## src/blkrp_regs.svh

```systemverilog
// register offsets, field positions, codes and reset values of the block request processor
`ifndef BLKRP_REGS_SVH
`define BLKRP_REGS_SVH
`define BLKRP_A_FEAT 8'h00
`define BLKRP_A_WBACK 8'h04
`define BLKRP_A_CAPLO 8'h08
`define BLKRP_A_CAPHI 8'h0C
`define BLKRP_A_SEGMAX 8'h10
`define BLKRP_A_UNMAP 8'h14
`define BLKRP_A_STAT 8'h18
`define BLKRP_F_RO 0
`define BLKRP_F_FLUSH_OFF 1
`define BLKRP_F_FLUSH_NEG 2
`define BLKRP_F_WCE_NEG 3
`define BLKRP_F_BARRIER 4
`define BLKRP_F_SCSI 5
`define BLKRP_F_LEGACY 6
`define BLKRP_F_GUEST_BE 7
`define BLKRP_F_PERSIST 8
`define BLKRP_FEAT_W 9
`define BLKRP_FEAT_RST 9'h102
`define BLKRP_WBACK_RST 1'b0
`define BLKRP_UNMAP_RST 1'b1
`define BLKRP_SEGMAX_RST 32'h00010001
`define BLKRP_T_IN 32'h00000000
`define BLKRP_T_OUT 32'h00000001
`define BLKRP_T_SCSI 32'h00000002
`define BLKRP_T_SCSI_OUT 32'h00000003
`define BLKRP_T_FLUSH 32'h00000004
`define BLKRP_T_FLUSH_OUT 32'h00000005
`define BLKRP_T_DISCARD 32'h0000000B
`define BLKRP_T_WZ 32'h0000000D
`define BLKRP_T_BARRIER_BIT 31
`define BLKRP_S_OK 8'h00
`define BLKRP_S_IOERR 8'h01
`define BLKRP_S_UNSUPP 8'h02
`define BLKRP_SECT_MASK 32'h000001FF
`define BLKRP_SENSE_SIZE 32'h00000060
`define BLKRP_SEG_UNMAP 0
`endif

```

## src/blkrp_pkg.sv

```systemverilog
// types of the block request processor
`default_nettype none
package blkrp_pkg;
	typedef enum logic [2:0] {
		BLKRP_OP_READ = 3'b000,
		BLKRP_OP_WRITE = 3'b001,
		BLKRP_OP_FLUSH = 3'b010,
		BLKRP_OP_DISCARD = 3'b011,
		BLKRP_OP_WZ = 3'b100,
		BLKRP_OP_SCSI = 3'b101,
		BLKRP_OP_BAD = 3'b111
	} blkrp_op_t;
	typedef enum logic [2:0] {
		BLKRP_ST_IDLE = 3'b000,
		BLKRP_ST_CHECK = 3'b001,
		BLKRP_ST_SEG = 3'b010,
		BLKRP_ST_ISSUE = 3'b011,
		BLKRP_ST_WAIT = 3'b100,
		BLKRP_ST_DONE = 3'b101
	} blkrp_state_t;
endpackage
`default_nettype wire

```

## src/blkrp_dec_if.sv

```systemverilog
// raw request header in, decoded request out
`default_nettype none
interface blkrp_dec_if;
	import blkrp_pkg::*;
	logic [31:0] raw_type;
	logic [63:0] raw_sector;
	logic swap;
	blkrp_op_t op;
	logic barrier;
	logic [63:0] sector;
	modport dec (input raw_type, raw_sector, swap, output op, barrier, sector);
	modport core (output raw_type, raw_sector, swap, input op, barrier, sector);
endinterface
`default_nettype wire

```

## src/blkrp_decode.sv

```systemverilog
// byte order correction and type classification of a request header
`default_nettype none
`include "blkrp_regs.svh"
module blkrp_decode
	import blkrp_pkg::*;
(
	blkrp_dec_if.dec d,
	input wire logic scsi_en
);
	logic [31:0] t;

	function automatic logic [31:0] swap32(input logic [31:0] v);
		swap32 = {v[7:0], v[15:8], v[23:16], v[31:24]};
	endfunction

	// legacy guests use native order, so swap only for a big-endian legacy guest
	assign t = d.swap ? swap32(d.raw_type) : d.raw_type;
	assign d.sector = d.swap ? {swap32(d.raw_sector[31:0]), swap32(d.raw_sector[63:32])}
		: d.raw_sector;
	assign d.barrier = t[`BLKRP_T_BARRIER_BIT];

	always_comb begin
		case ({1'b0, t[30:0]})
			`BLKRP_T_IN: d.op = BLKRP_OP_READ;
			`BLKRP_T_OUT: d.op = BLKRP_OP_WRITE;
			`BLKRP_T_FLUSH, `BLKRP_T_FLUSH_OUT: d.op = BLKRP_OP_FLUSH;
			`BLKRP_T_DISCARD: d.op = BLKRP_OP_DISCARD;
			`BLKRP_T_WZ: d.op = BLKRP_OP_WZ;
			`BLKRP_T_SCSI, `BLKRP_T_SCSI_OUT: d.op = scsi_en ? BLKRP_OP_SCSI : BLKRP_OP_BAD;
			default: d.op = BLKRP_OP_BAD;
		endcase
	end
endmodule
`default_nettype wire

```

## src/blkrp_stable.sv

```systemverilog
// decides whether a write must be committed before completion, tracks volatile data
`default_nettype none
`include "blkrp_regs.svh"
module blkrp_stable #(
	parameter bit COMMIT_NOFLUSH = 1'b0
) (
	input wire logic clk,
	input wire logic rst_n,
	input wire logic [`BLKRP_FEAT_W-1:0] feat,
	input wire logic writeback,
	input wire logic wb_write,
	input wire logic write_start,
	input wire logic write_done,
	input wire logic flush_done,
	output logic commit_write,
	output logic volatile_pend
);
	logic wb_touched;
	logic case1;
	logic case2;

	// any writeback update while a write is in flight voids the writethrough guarantee;
	// cleared when the write is submitted, and a touch in that same cycle still counts
	always_ff @(posedge clk) begin
		if (!rst_n)
			wb_touched <= 1'b0;
		else if (wb_write)
			wb_touched <= 1'b1;
		else if (write_start)
			wb_touched <= 1'b0;
	end

	assign case1 = feat[`BLKRP_F_FLUSH_OFF] && !feat[`BLKRP_F_FLUSH_NEG]
		&& !feat[`BLKRP_F_WCE_NEG];
	assign case2 = feat[`BLKRP_F_WCE_NEG] && !writeback && !wb_touched && !wb_write;
	assign commit_write = feat[`BLKRP_F_PERSIST] && (case1 || case2
		|| (!feat[`BLKRP_F_FLUSH_OFF] && COMMIT_NOFLUSH));

	// set wins over the clear by a flush
	always_ff @(posedge clk) begin
		if (!rst_n)
			volatile_pend <= 1'b0;
		else if (write_done && !commit_write)
			volatile_pend <= 1'b1;
		else if (flush_done)
			volatile_pend <= 1'b0;
	end
endmodule
`default_nettype wire

```

## src/blkrp_top.sv

```systemverilog
// block request processor: checks requests, drives storage, returns status
// Operation
// - writeback field selects writethrough (0) or writeback (1); device follows it.
// - read-only device fails every write with I/O error, storage untouched; the code fails only type 1, write-zeroes and discard still reach storage.
// - unknown segment flags, or unmap on discard, give unsupported status.
// - write-zeroes makes covered sectors read zero; unmap may deallocate them.
// - discard may deallocate the listed ranges.
// - may-unmap field tracks deallocation ability; a change raises config notification.
// - a write is stable in case 1, writethrough case 2, or after flush.
// - persistent storage commits stable data before the write or flush completes.
// - without flush offered, committing writes before completion is optional.
// - legacy header and trailer fields use guest native byte order.
// - legacy type 5 behaves exactly as flush.
// - barrier bit waits for earlier requests and holds later ones back.
// - with SCSI feature, types 2 and 3 are the same packet command.
// - sense length reports sense bytes written into the 96-byte buffer.
// - residual equals requested length minus bytes actually transferred.
// - status byte is 0 ok, 1 I/O error, 2 unsupported.
// - type codes are 0 read, 1 write, 4 flush, 11 discard, 13 write-zeroes.
//
// The address map and register access over Wishbone were left to the implementer.
`default_nettype none
`include "blkrp_regs.svh"
module blkrp_top
	import blkrp_pkg::*;
#(
	parameter bit COMMIT_NOFLUSH = 1'b0
) (
	input wire logic CLK_SYS,
	input wire logic RST_N,
	input wire logic WB_CYC_I,
	input wire logic WB_STB_I,
	input wire logic WB_WE_I,
	input wire logic [7:0] WB_ADR_I,
	input wire logic [3:0] WB_SEL_I,
	input wire logic [31:0] WB_DAT_I,
	output logic [31:0] WB_DAT_O,
	output logic WB_ACK_O,
	input wire logic REQ_VALID,
	output logic REQ_READY,
	input wire logic [31:0] REQ_TYPE,
	input wire logic [63:0] REQ_SECTOR,
	input wire logic [31:0] REQ_LEN,
	input wire logic [31:0] REQ_NSEG,
	input wire logic SEG_VALID,
	output logic SEG_READY,
	input wire logic [63:0] SEG_SECTOR,
	input wire logic [31:0] SEG_NUM,
	input wire logic [31:0] SEG_FLAGS,
	output logic STO_VALID,
	output logic [2:0] STO_OP,
	output logic [63:0] STO_SECTOR,
	output logic [31:0] STO_LEN,
	output logic STO_COMMIT,
	output logic STO_UNMAP,
	input wire logic STO_DONE,
	input wire logic STO_ERR,
	input wire logic [31:0] STO_XFER,
	input wire logic [31:0] STO_SENSE_LEN,
	output logic CPL_VALID,
	output logic [7:0] CPL_STATUS,
	output logic [31:0] CPL_SENSE_LEN,
	output logic [31:0] CPL_RESIDUAL,
	output logic CFG_CHANGE
);
	blkrp_state_t state;
	blkrp_op_t op;
	logic [`BLKRP_FEAT_W-1:0] feat;
	logic writeback;
	logic may_unmap;
	logic [63:0] capacity;
	logic [31:0] segmax;
	logic [31:0] len;
	logic [31:0] nseg;
	logic [31:0] segs_left;
	logic [63:0] sector;
	logic [7:0] status;
	logic commit_write;
	logic volatile_pend;
	logic wb_hit;
	logic wb_wr;
	logic [31:0] rd_data;
	logic [31:0] wmask;
	logic seg_take;
	logic seg_bad;

	blkrp_dec_if dif ();

	function automatic logic [31:0] swap32(input logic [31:0] v);
		swap32 = {v[7:0], v[15:8], v[23:16], v[31:24]};
	endfunction

	function automatic logic [31:0] merge(input logic [31:0] old, input logic [31:0] m);
		merge = (old & ~m) | (WB_DAT_I & m);
	endfunction

	// ------------------------------------------------------------
	// register bus
	// ------------------------------------------------------------
	assign wb_hit = WB_CYC_I && WB_STB_I && !WB_ACK_O;
	assign wb_wr = wb_hit && WB_WE_I;
	assign wmask = {{8{WB_SEL_I[3]}}, {8{WB_SEL_I[2]}}, {8{WB_SEL_I[1]}}, {8{WB_SEL_I[0]}}};

	always_ff @(posedge CLK_SYS) begin
		if (!RST_N)
			WB_ACK_O <= 1'b0;
		else
			WB_ACK_O <= wb_hit;
	end

	always_comb begin
		case (WB_ADR_I)
			`BLKRP_A_FEAT: rd_data = {23'h000000, feat};
			`BLKRP_A_WBACK: rd_data = {31'h00000000, writeback};
			`BLKRP_A_CAPLO: rd_data = capacity[31:0];
			`BLKRP_A_CAPHI: rd_data = capacity[63:32];
			`BLKRP_A_SEGMAX: rd_data = segmax;
			`BLKRP_A_UNMAP: rd_data = {31'h00000000, may_unmap};
			`BLKRP_A_STAT: rd_data = {26'h0000000, volatile_pend, state, REQ_READY, CPL_VALID};
			default: rd_data = 32'h00000000;
		endcase
	end

	always_ff @(posedge CLK_SYS) begin
		if (!RST_N)
			WB_DAT_O <= 32'h00000000;
		else if (wb_hit && !WB_WE_I)
			WB_DAT_O <= rd_data;
	end

	always_ff @(posedge CLK_SYS) begin
		if (!RST_N) begin
			feat <= `BLKRP_FEAT_RST;
			capacity <= 64'h0000000000000000;
			segmax <= `BLKRP_SEGMAX_RST;
		end else if (wb_wr) begin
			if (WB_ADR_I == `BLKRP_A_FEAT)
				feat <= `BLKRP_FEAT_W'(merge({23'h000000, feat}, wmask));
			if (WB_ADR_I == `BLKRP_A_CAPLO)
				capacity[31:0] <= merge(capacity[31:0], wmask);
			if (WB_ADR_I == `BLKRP_A_CAPHI)
				capacity[63:32] <= merge(capacity[63:32], wmask);
			if (WB_ADR_I == `BLKRP_A_SEGMAX)
				segmax <= merge(segmax, wmask);
		end
	end

	// cache mode takes effect on the next write request
	always_ff @(posedge CLK_SYS) begin
		if (!RST_N)
			writeback <= `BLKRP_WBACK_RST;
		else if (wb_wr && WB_ADR_I == `BLKRP_A_WBACK && WB_SEL_I[0] && feat[`BLKRP_F_WCE_NEG])
			writeback <= WB_DAT_I[0];
	end

	always_ff @(posedge CLK_SYS) begin
		if (!RST_N) begin
			may_unmap <= `BLKRP_UNMAP_RST;
			CFG_CHANGE <= 1'b0;
		end else begin
			CFG_CHANGE <= 1'b0;
			if (wb_wr && WB_ADR_I == `BLKRP_A_UNMAP && WB_SEL_I[0]) begin
				may_unmap <= WB_DAT_I[0];
				CFG_CHANGE <= WB_DAT_I[0] != may_unmap;
			end
		end
	end

	// ------------------------------------------------------------
	// header decode and stability
	// ------------------------------------------------------------
	assign dif.raw_type = REQ_TYPE;
	assign dif.raw_sector = REQ_SECTOR;
	assign dif.swap = feat[`BLKRP_F_LEGACY] && feat[`BLKRP_F_GUEST_BE];

	blkrp_decode u_dec (
		.d(dif),
		.scsi_en(feat[`BLKRP_F_SCSI])
	);

	blkrp_stable #(.COMMIT_NOFLUSH(COMMIT_NOFLUSH)) u_stab (
		.clk(CLK_SYS),
		.rst_n(RST_N),
		.feat(feat),
		.writeback(writeback),
		.wb_write(wb_wr && WB_ADR_I == `BLKRP_A_WBACK),
		.write_start(state == BLKRP_ST_IDLE && REQ_VALID && REQ_READY
			&& dif.op == BLKRP_OP_WRITE),
		.write_done(state == BLKRP_ST_WAIT && STO_DONE && op == BLKRP_OP_WRITE),
		.flush_done(state == BLKRP_ST_WAIT && STO_DONE && op == BLKRP_OP_FLUSH),
		.commit_write(commit_write),
		.volatile_pend(volatile_pend)
	);

	// ------------------------------------------------------------
	// request sequencer
	// ------------------------------------------------------------
	// one request at a time, so a barrier always finds earlier work done
	// and later work held off; caches are not flushed by it
	assign seg_take = SEG_VALID && SEG_READY;
	assign seg_bad = (|SEG_FLAGS[31:1])
		|| (op == BLKRP_OP_DISCARD && SEG_FLAGS[`BLKRP_SEG_UNMAP]);

	always_ff @(posedge CLK_SYS) begin
		if (!RST_N) begin
			state <= BLKRP_ST_IDLE;
			op <= BLKRP_OP_BAD;
			REQ_READY <= 1'b0;
			SEG_READY <= 1'b0;
			STO_VALID <= 1'b0;
			STO_OP <= 3'h0;
			STO_SECTOR <= 64'h0000000000000000;
			STO_LEN <= 32'h00000000;
			STO_COMMIT <= 1'b0;
			STO_UNMAP <= 1'b0;
			CPL_VALID <= 1'b0;
			CPL_STATUS <= `BLKRP_S_OK;
			CPL_SENSE_LEN <= 32'h00000000;
			CPL_RESIDUAL <= 32'h00000000;
			len <= 32'h00000000;
			nseg <= 32'h00000000;
			segs_left <= 32'h00000000;
			sector <= 64'h0000000000000000;
			status <= `BLKRP_S_OK;
		end else begin
			STO_VALID <= 1'b0;
			CPL_VALID <= 1'b0;
			case (state)
				BLKRP_ST_IDLE: begin
					REQ_READY <= 1'b1;
					if (REQ_VALID && REQ_READY) begin
						REQ_READY <= 1'b0;
						op <= dif.op;
						sector <= dif.sector;
						len <= dif.swap ? swap32(REQ_LEN) : REQ_LEN;
						nseg <= dif.swap ? swap32(REQ_NSEG) : REQ_NSEG;
						status <= `BLKRP_S_OK;
						CPL_SENSE_LEN <= 32'h00000000;
						CPL_RESIDUAL <= 32'h00000000;
						state <= BLKRP_ST_CHECK;
					end
				end
				BLKRP_ST_CHECK: begin
					segs_left <= nseg;
					state <= BLKRP_ST_ISSUE;
					case (op)
						BLKRP_OP_BAD: begin
							status <= `BLKRP_S_UNSUPP;
							state <= BLKRP_ST_DONE;
						end
						BLKRP_OP_WRITE: if (feat[`BLKRP_F_RO]) begin
							status <= `BLKRP_S_IOERR;
							state <= BLKRP_ST_DONE;
						end else if ((len & `BLKRP_SECT_MASK) != 32'h00000000
								|| sector + {41'h0, len[31:9]} > capacity) begin
							status <= `BLKRP_S_IOERR;
							state <= BLKRP_ST_DONE;
						end
						BLKRP_OP_READ: if ((len & `BLKRP_SECT_MASK) != 32'h00000000
								|| sector + {41'h0, len[31:9]} > capacity) begin
							status <= `BLKRP_S_IOERR;
							state <= BLKRP_ST_DONE;
						end
						BLKRP_OP_DISCARD, BLKRP_OP_WZ: begin
							if (nseg == 32'h00000000 || nseg > {16'h0000, (op == BLKRP_OP_WZ)
									? segmax[31:16] : segmax[15:0]}) begin
								status <= `BLKRP_S_IOERR;
								state <= BLKRP_ST_DONE;
							end else begin
								SEG_READY <= 1'b1;
								state <= BLKRP_ST_SEG;
							end
						end
						default: ;
					endcase
				end
				BLKRP_ST_SEG: if (seg_take) begin
					SEG_READY <= 1'b0;
					segs_left <= segs_left - 32'h00000001;
					if (seg_bad || status != `BLKRP_S_OK) begin
						// stop issuing, keep draining the remaining segments
						status <= (status == `BLKRP_S_OK) ? `BLKRP_S_UNSUPP : status;
						SEG_READY <= segs_left != 32'h00000001;
						state <= (segs_left == 32'h00000001) ? BLKRP_ST_DONE : BLKRP_ST_SEG;
					end else begin
						STO_VALID <= 1'b1;
						STO_OP <= op;
						STO_SECTOR <= SEG_SECTOR;
						STO_LEN <= SEG_NUM;
						STO_UNMAP <= (op == BLKRP_OP_WZ) && SEG_FLAGS[`BLKRP_SEG_UNMAP]
							&& may_unmap;
						STO_COMMIT <= 1'b0;
						state <= BLKRP_ST_WAIT;
					end
				end
				BLKRP_ST_ISSUE: begin
					STO_VALID <= 1'b1;
					STO_OP <= op;
					STO_SECTOR <= sector;
					STO_LEN <= len;
					STO_UNMAP <= 1'b0;
					STO_COMMIT <= (op == BLKRP_OP_WRITE && commit_write)
						|| (op == BLKRP_OP_FLUSH && feat[`BLKRP_F_PERSIST]);
					state <= BLKRP_ST_WAIT;
				end
				BLKRP_ST_WAIT: if (STO_DONE) begin
					if (STO_ERR)
						status <= `BLKRP_S_IOERR;
					if (op == BLKRP_OP_SCSI) begin
						CPL_SENSE_LEN <= (STO_SENSE_LEN > `BLKRP_SENSE_SIZE) ? `BLKRP_SENSE_SIZE
							: STO_SENSE_LEN;
						CPL_RESIDUAL <= len - STO_XFER;
					end
					if ((op == BLKRP_OP_DISCARD || op == BLKRP_OP_WZ) && segs_left != 32'h0) begin
						SEG_READY <= 1'b1;
						state <= BLKRP_ST_SEG;
					end else
						state <= BLKRP_ST_DONE;
				end
				BLKRP_ST_DONE: begin
					// status only after all storage traffic of the request is over
					CPL_VALID <= 1'b1;
					CPL_STATUS <= status;
					CPL_SENSE_LEN <= dif.swap ? swap32(CPL_SENSE_LEN) : CPL_SENSE_LEN;
					CPL_RESIDUAL <= dif.swap ? swap32(CPL_RESIDUAL) : CPL_RESIDUAL;
					state <= BLKRP_ST_IDLE;
				end
				default: state <= BLKRP_ST_IDLE;
			endcase
		end
	end
endmodule
`default_nettype wire

```

## config.mk

```make
export PLATFORM = sky130hd
export DESIGN_NAME = blkrp_top
export DESIGN_NICKNAME = d
export VERILOG_FILES = /design/src/blkrp_pkg.sv /design/src/blkrp_dec_if.sv /design/src/blkrp_decode.sv /design/src/blkrp_stable.sv /design/src/blkrp_top.sv
export VERILOG_INCLUDE_DIRS = /design/src
export SDC_FILE = /design/constraint.sdc
export NUM_CORES = 2
export LEC_CHECK = 0
export BUFFER_PORTS_ARGS = -buffer_cell sky130_fd_sc_hd__buf_2
export CELL_PAD_IN_SITES_DETAIL_PLACEMENT = 2
export CELL_PAD_IN_SITES_GLOBAL_PLACEMENT = 2
export CORE_AREA = 2 2 330 332
export CTS_BUF_LIST = sky130_fd_sc_hd__clkbuf_8
export CTS_CLUSTER_DIAMETER = 30
export DETAILED_ROUTE_END_ITERATION = 8
export DIE_AREA = 0 0 332 334
export PLACE_DENSITY_LB_ADDON = 0.1
export SLEW_MARGIN = 20
export SYNTH_ARGS = -nofsm -noshare
export SYNTH_HDL_FRONTEND = slang
export SYNTH_HIERARCHICAL = 1
export SYNTH_SLANG_ARGS = --single-unit
```

## constraint.sdc

```tcl
create_clock -name CLK_SYS -period 15.85 [get_ports CLK_SYS]
set_clock_uncertainty 0.2 [all_clocks]
set_input_delay 0 -clock CLK_SYS [delete_from_list [all_inputs] [get_ports CLK_SYS]]
set_output_delay 0 -clock CLK_SYS [all_outputs]
set_load 0.05 [all_outputs]
```

# Word level (Yosys, flattened, before mapping)
# Index checks and enable logic that the tools add are counted.
[totals] in_bits=405 wordCells=239 reg_bits=494
[op_classes] magnitude_cmp=3 bitwise_logic=10 n_eq_ne=42 reduce_logical=78 mux=73 addsub=3
[ops] op="32-bit 2-to-1 mux" n=13
[ops] op="32-bit case mux with 7 select lines" n=1
[ops] op="64-bit 2-to-1 mux" n=3
[ops] op="32-bit case mux with 3 select lines" n=2
[ops] op="32-bit bitwise AND" n=4
[ops] op="32-bit case mux with 2 select lines" n=2
[ops] op="64-bit case mux with 2 select lines" n=1
[ops] op="32-bit bitwise OR" n=3
[ops] op="8-bit 2-to-1 mux" n=9
[ops] op="64-bit by 23-bit adder with 64-bit output" n=1
[ops] op="64-bit > comparator" n=1
[ops] op="8-bit case mux with 4 select lines" n=2
[ops] op="32-bit nonzero test" n=2
[ops] op="31-bit by 2-bit == test with 1-bit output (second input constant)" n=2
[ops] op="31-bit by 3-bit == test with 1-bit output (second input constant)" n=2
[ops] op="31-bit by 4-bit == test with 1-bit output (second input constant)" n=2
[ops] op="3-bit 2-to-1 mux" n=11
[ops] op="32-bit by 1-bit == test with 1-bit output (second input constant)" n=1
[ops] op="32-bit by 16-bit > comparator with 1-bit output" n=1
[ops] op="32-bit by 7-bit > comparator with 1-bit output (second input constant)" n=1
[ops] op="32-bit logical NOT" n=1
[ops] op="32-bit by 1-bit inequality test with 1-bit output (second input constant)" n=1
[ops] op="32-bit NOT" n=1
[ops] op="32-bit by 1-bit subtractor with 32-bit output (second input constant)" n=1
[ops] op="other kinds (42)" n=141

# Logic depth before layout (Yosys ltp)
[depth] depth_word=11 ltp_mapped=25 mapped_depth_nobuf=24

# Cells and area by module
# Netlist, hierarchy kept.
[modules_own_cells] module="blkrp_top" instances=1 area_per_inst_um2=26464.1 cells_each=3447
[modules_own_cells] module="blkrp_decode" instances=1 area_per_inst_um2=1093.5 cells_each=114
[modules_own_cells] module="blkrp_stable" instances=1 area_per_inst_um2=106.4 cells_each=12

# Worst setup path before layout
# No wires, ideal clock.
[synth_path] kind="flip-flop to flip-flop" from="reg len[9]" to="reg status[1]" n_path_buf=1 setup_ps=58 arrival_time_ps=4706 slack_ps=10887 required_time_ps=15592 synth_period_minus_slack_ps=4963 path_stages_with_launch=26 cell_sequence="dfxtp_1 ha_1 inv_1 fa_1 nor2b_1 o21ai_1 a21boi_1 o211ai_1 a21boi_0 nor3_1 a211o_1 a31o_2 clkbuf_1 nor2_1 xnor2_1 ha_1 a21o_1 a21o_1 a21o_1 a21o_1 a211o_1 a22o_1 o21ai_0 a21oi_1 o21ai_1 a31o_2"
[synth_via] elab_chain_len=7
[synth_lines] element="start: declaration" line_no="blkrp_top.sv:73" rtl="logic [31:0] len;"
[synth_lines] element="start signal: assignment" line_no="blkrp_top.sv:235" rtl="len <= dif.swap ? swap32(REQ_LEN) : REQ_LEN;"
[synth_lines] element="64-bit by 23-bit adder with 64-bit output *" line_no="blkrp_top.sv:255, blkrp_top.sv:260"
[synth_lines] element="64-bit > comparator *" line_no="blkrp_top.sv:255, blkrp_top.sv:260"
[synth_lines] element="1-bit logical OR *" line_no="blkrp_top.sv:254, blkrp_top.sv:259"
[synth_lines] element="8-bit 2-to-1 mux *"
[synth_lines] element="8-bit 2-to-1 mux"
[synth_lines] element="8-bit case mux with 4 select lines * (2 in a row)"
[synth_lines] element="end signal: assignment" line_no="blkrp_top.sv:224" rtl="status <= `BLKRP_S_OK;"
[synth_lines] element="end signal: assignment" line_no="blkrp_top.sv:237" rtl="status <= `BLKRP_S_OK;"
[synth_lines] element="end signal: assignment" line_no="blkrp_top.sv:248" rtl="status <= `BLKRP_S_UNSUPP;"
[synth_lines] element="end: declaration" line_no="blkrp_top.sv:77" rtl="logic [7:0] status;"
# Every way passes the cells marked *; elsewhere a longest branch is shown, timed or not.
# A chain may end at the register's enable or synchronous reset.

# Final worst setup path
[layout_path] from="reg len[10]" to="reg state[1]"
[layout_via] elab_chain_len=7
[layout_lines] element="64-bit by 23-bit adder with 64-bit output *" line_no="blkrp_top.sv:255, blkrp_top.sv:260"
[layout_lines] element="64-bit > comparator *" line_no="blkrp_top.sv:255, blkrp_top.sv:260"
[layout_lines] element="1-bit logical OR *" line_no="blkrp_top.sv:254, blkrp_top.sv:259"
[layout_lines] element="3-bit 2-to-1 mux *" line_no="blkrp_top.sv:254, blkrp_top.sv:259"
[layout_lines] element="3-bit 2-to-1 mux" line_no="blkrp_top.sv:251" rtl="BLKRP_OP_WRITE: if (feat[`BLKRP_F_RO]) begin"
[layout_lines] element="3-bit case mux with 4 select lines *" line_no="blkrp_top.sv:246" rtl="case (op)"
[layout_lines] element="3-bit case mux with 5 select lines *" line_no="blkrp_top.sv:228" rtl="case (state)"
[layout_lines] element="end signal: assignment" line_no="blkrp_top.sv:284" rtl="state <= (segs_left == 32'h00000001) ? BLKRP_ST_DONE : BLKRP_ST_SEG;"
[layout_lines] element="end: declaration" line_no="blkrp_top.sv:66" rtl="blkrp_state_t state;"
# Marked as above.

==> flow_summary.yaml <==
drt:
  viasPerCell: 5.122
  avgRoutedWirePerCell_um: 25.18
  firstDrtPassIters: 6
  wl_um: 165200
  ant_nets: 0
  drc: 0
  num_vias: 33598
  drtIter0Drc: 1732
timing:
  min_period_over_period: 0.4258
  setup-violations-final: 0
  rsz0062_at_grt: "false"
  max_freq_mhz: 148.2
  min_period_ns: 6.748
  setup-tns-final_ns: 0
  worst_pin_slew_ns: 1.084
  slew_viol_final: 0
  maxSlewHeadroom: 0.2772
  final_hold_viol_count: 0
  whs_ns: 0.07366
die:
  core_mm2: 0.1078
  die_h_um: 334
  die_area_mm2: 0.1109
  die_x_um: 332
  fp-row-count: 121
  initial_core_util: 0.2566
  ios: 616
setup_path:
  regToRegStartpoint: "len[10]"
  cp.arrival_ns: 7.26
  worstSetupPathDepth: 23
  startpoint: "len[10]"
  r2r_cells: 23
  worstPathRequired_ns: 16.36
  end_kind: "register"
  cp_slowest_cell: "a21oi_1"
  path_delay_family: "compound AO/OA/AOI/OAI gates"
  path_cells: "ha_1 -> a21o_1 -> a21o_1 -> a21oi_1 -> o21ai_0 -> a31oi_1 -> o31ai_1 -> a31oi_1 -> o21ai_1 -> buf_4 -> or3b_1 -> xnor2_1 -> ha_1 -> nand4_1 -> nand2b_1 -> nor3_1 -> nand3_1 -> nor3_1 -> o21ai_0 -> a21oi_1 -> o21ai_0 -> o2bb2ai_1 -> dlygate4sd3_1"
  cp_max_fo: 21
  path_class: "reg -> reg"
  cp_num_buf_inv: 2
  worst_setup_path_start_kind: "register"
  crit_path_frequent_cell: "o21ai_0"
  slowest_delay_ns: 0.74
place:
  gp_congestion: 0.8442
  io_buffers: 615
  hpwlAfterDp_um: 105800
clock_network:
  cts.path.max_buffers: 3
  clkLatencyLatePin_ns: 0.86
  post_cts_buffers: 0
  ctsRootBufferMaster: "clkbuf_8"
  cts_resized: 0
  cts_htree_levels: 4
  numCtsBuffers: 162
  holdBufCountCts: 851
  cts_tree: "yes"
  clkTransAtPathRegs_ns: 0.05
  cts.sinks: 494
min_path:
  whs_path_depth: 5
  hold_path_startpoint: "WB_ADR_I[4]"
  hp-class: "in -> reg"
grt:
  overflow: 0
  grt_max_degree: 109
  gr-usage-all-layers: 0.2900
  antenna_found_initial: 19
  grt_first_pass_wirelength_um: 245800
  grt_pass1_vias: 37296
power:
  cellLeakagePower_uw: 0.01867
  switching_share: 0.3324
  pwr-share-seq: 0.303
  ir_drop_uv: 70.87
  p_sw_uw: 1537
  intPower_uw: 3086
  clkPwrFrac: 0.457
  pwr-share-comb: 0.240
  power.density_mw_per_mm2: 105.1
cells_and_area:
  fillCellCount: 12099
  nets: 5550
  drive_gt1_frac: 0.2005
  area_growth_pct: 58.98
logic_synthesis:
  syn-num-nets: 4115
  yosys_warnings: 6
  netlist_area_mm2: 0.02766
  synth_area_per_cell_um2: 7.744
  syn_inst: 3571
status:
  outcome: "completed"
run:
  maxCapViolCount: 0
worst min-delay path: stages:
cell	delay, ns
dlygate4sd3_1	0.58
buf_2	0.18
o211ai_1	0.10
o211ai_1	0.12
a21oi_1	0.07
layout by cell type, fill, tap and decap left out, types with 17 or more instances in the layout:
cell           count
a21oi_1          273
nor2_1           484
dfxtp_1          494
nor4_1            37
a21o_1            56
clkbuf_8         205
dlygate4sd3_1    851
xor2_1            29
nor2b_1           19
nand3_1           61
ha_1             137
mux2i_1           97
mux2_2            68
a22oi_1           68
o21ai_0           87
inv_1            176
a311oi_1         161
buf_4             41
xnor2_1           50
clkinv_2          34
buf_2            615
nor3_1            46
nand4_1           30
and3_1            23
a211oi_1          17
a222oi_1          26
nand2_1          686
final timing paths:
kind	end	slack, ns
setup / recovery	state[1]	9.10
hold / removal	WB_DAT_O[0]	0.07
setup reg to reg	state[1]	9.10
hold reg to reg	CPL_STATUS[0]	0.25
power by group through the flow:
stage	Combinational, µW	Sequential, µW	Clock (µW)
after floorplan	543	1380	0
final	1110	1400	2110
after global routing	1210	1410	2230
after detailed placement	863	1420	0
after global placement	856	1420	0
after CTS	1070	1400	2130
through the flow:
step | power [µW] | util | area, µm² | setup slack (ns) | std cells
floorplan | 1925 | - | 27660 | 10.89 | 3571
global placement | 2276 | 0.2962 | 31930 | 9.629 | 5405
detailed placement | 2286 | 0.2962 | 31930 | 9.506 | 5405
CTS | 4607 | 0.4077 | 43940 | 9.209 | 6550
global route | 4848 | 0.4078 | 43960 | 8.804 | 6558
finish | 4623 | 0.4079 | 43970 | 9.102 | 6560
routing by layer:
metal | GRT usage | part of all wire | wire, µm
met5 | 0 | 0.00050 | 82
met4 | 0.1069 | 0.033 | 5501
met3 | 0.05230 | 0.045 | 7420
met2 | 0.5197 | 0.50 | 82820
met1 | 0.3436 | 0.42 | 69340
area by class of cell:
type / instances / area (µm²) / area share
diodes: 10 / 25.02 / 0.0005692
clock buffers: 205 / 2821 / 0.06417
clock inverters: 89 / 669.4 / 0.01522
inverters: 142 / 545.5 / 0.01241
multi-input cells: 2699 / 16340 / 0.3717
flip-flops and latches: 494 / 9889 / 0.2249
well taps: 1414 / 1769 / 0.04024
repair buffers: 1507 / 11900 / 0.2707
Power figures use the tool's default switching activity.
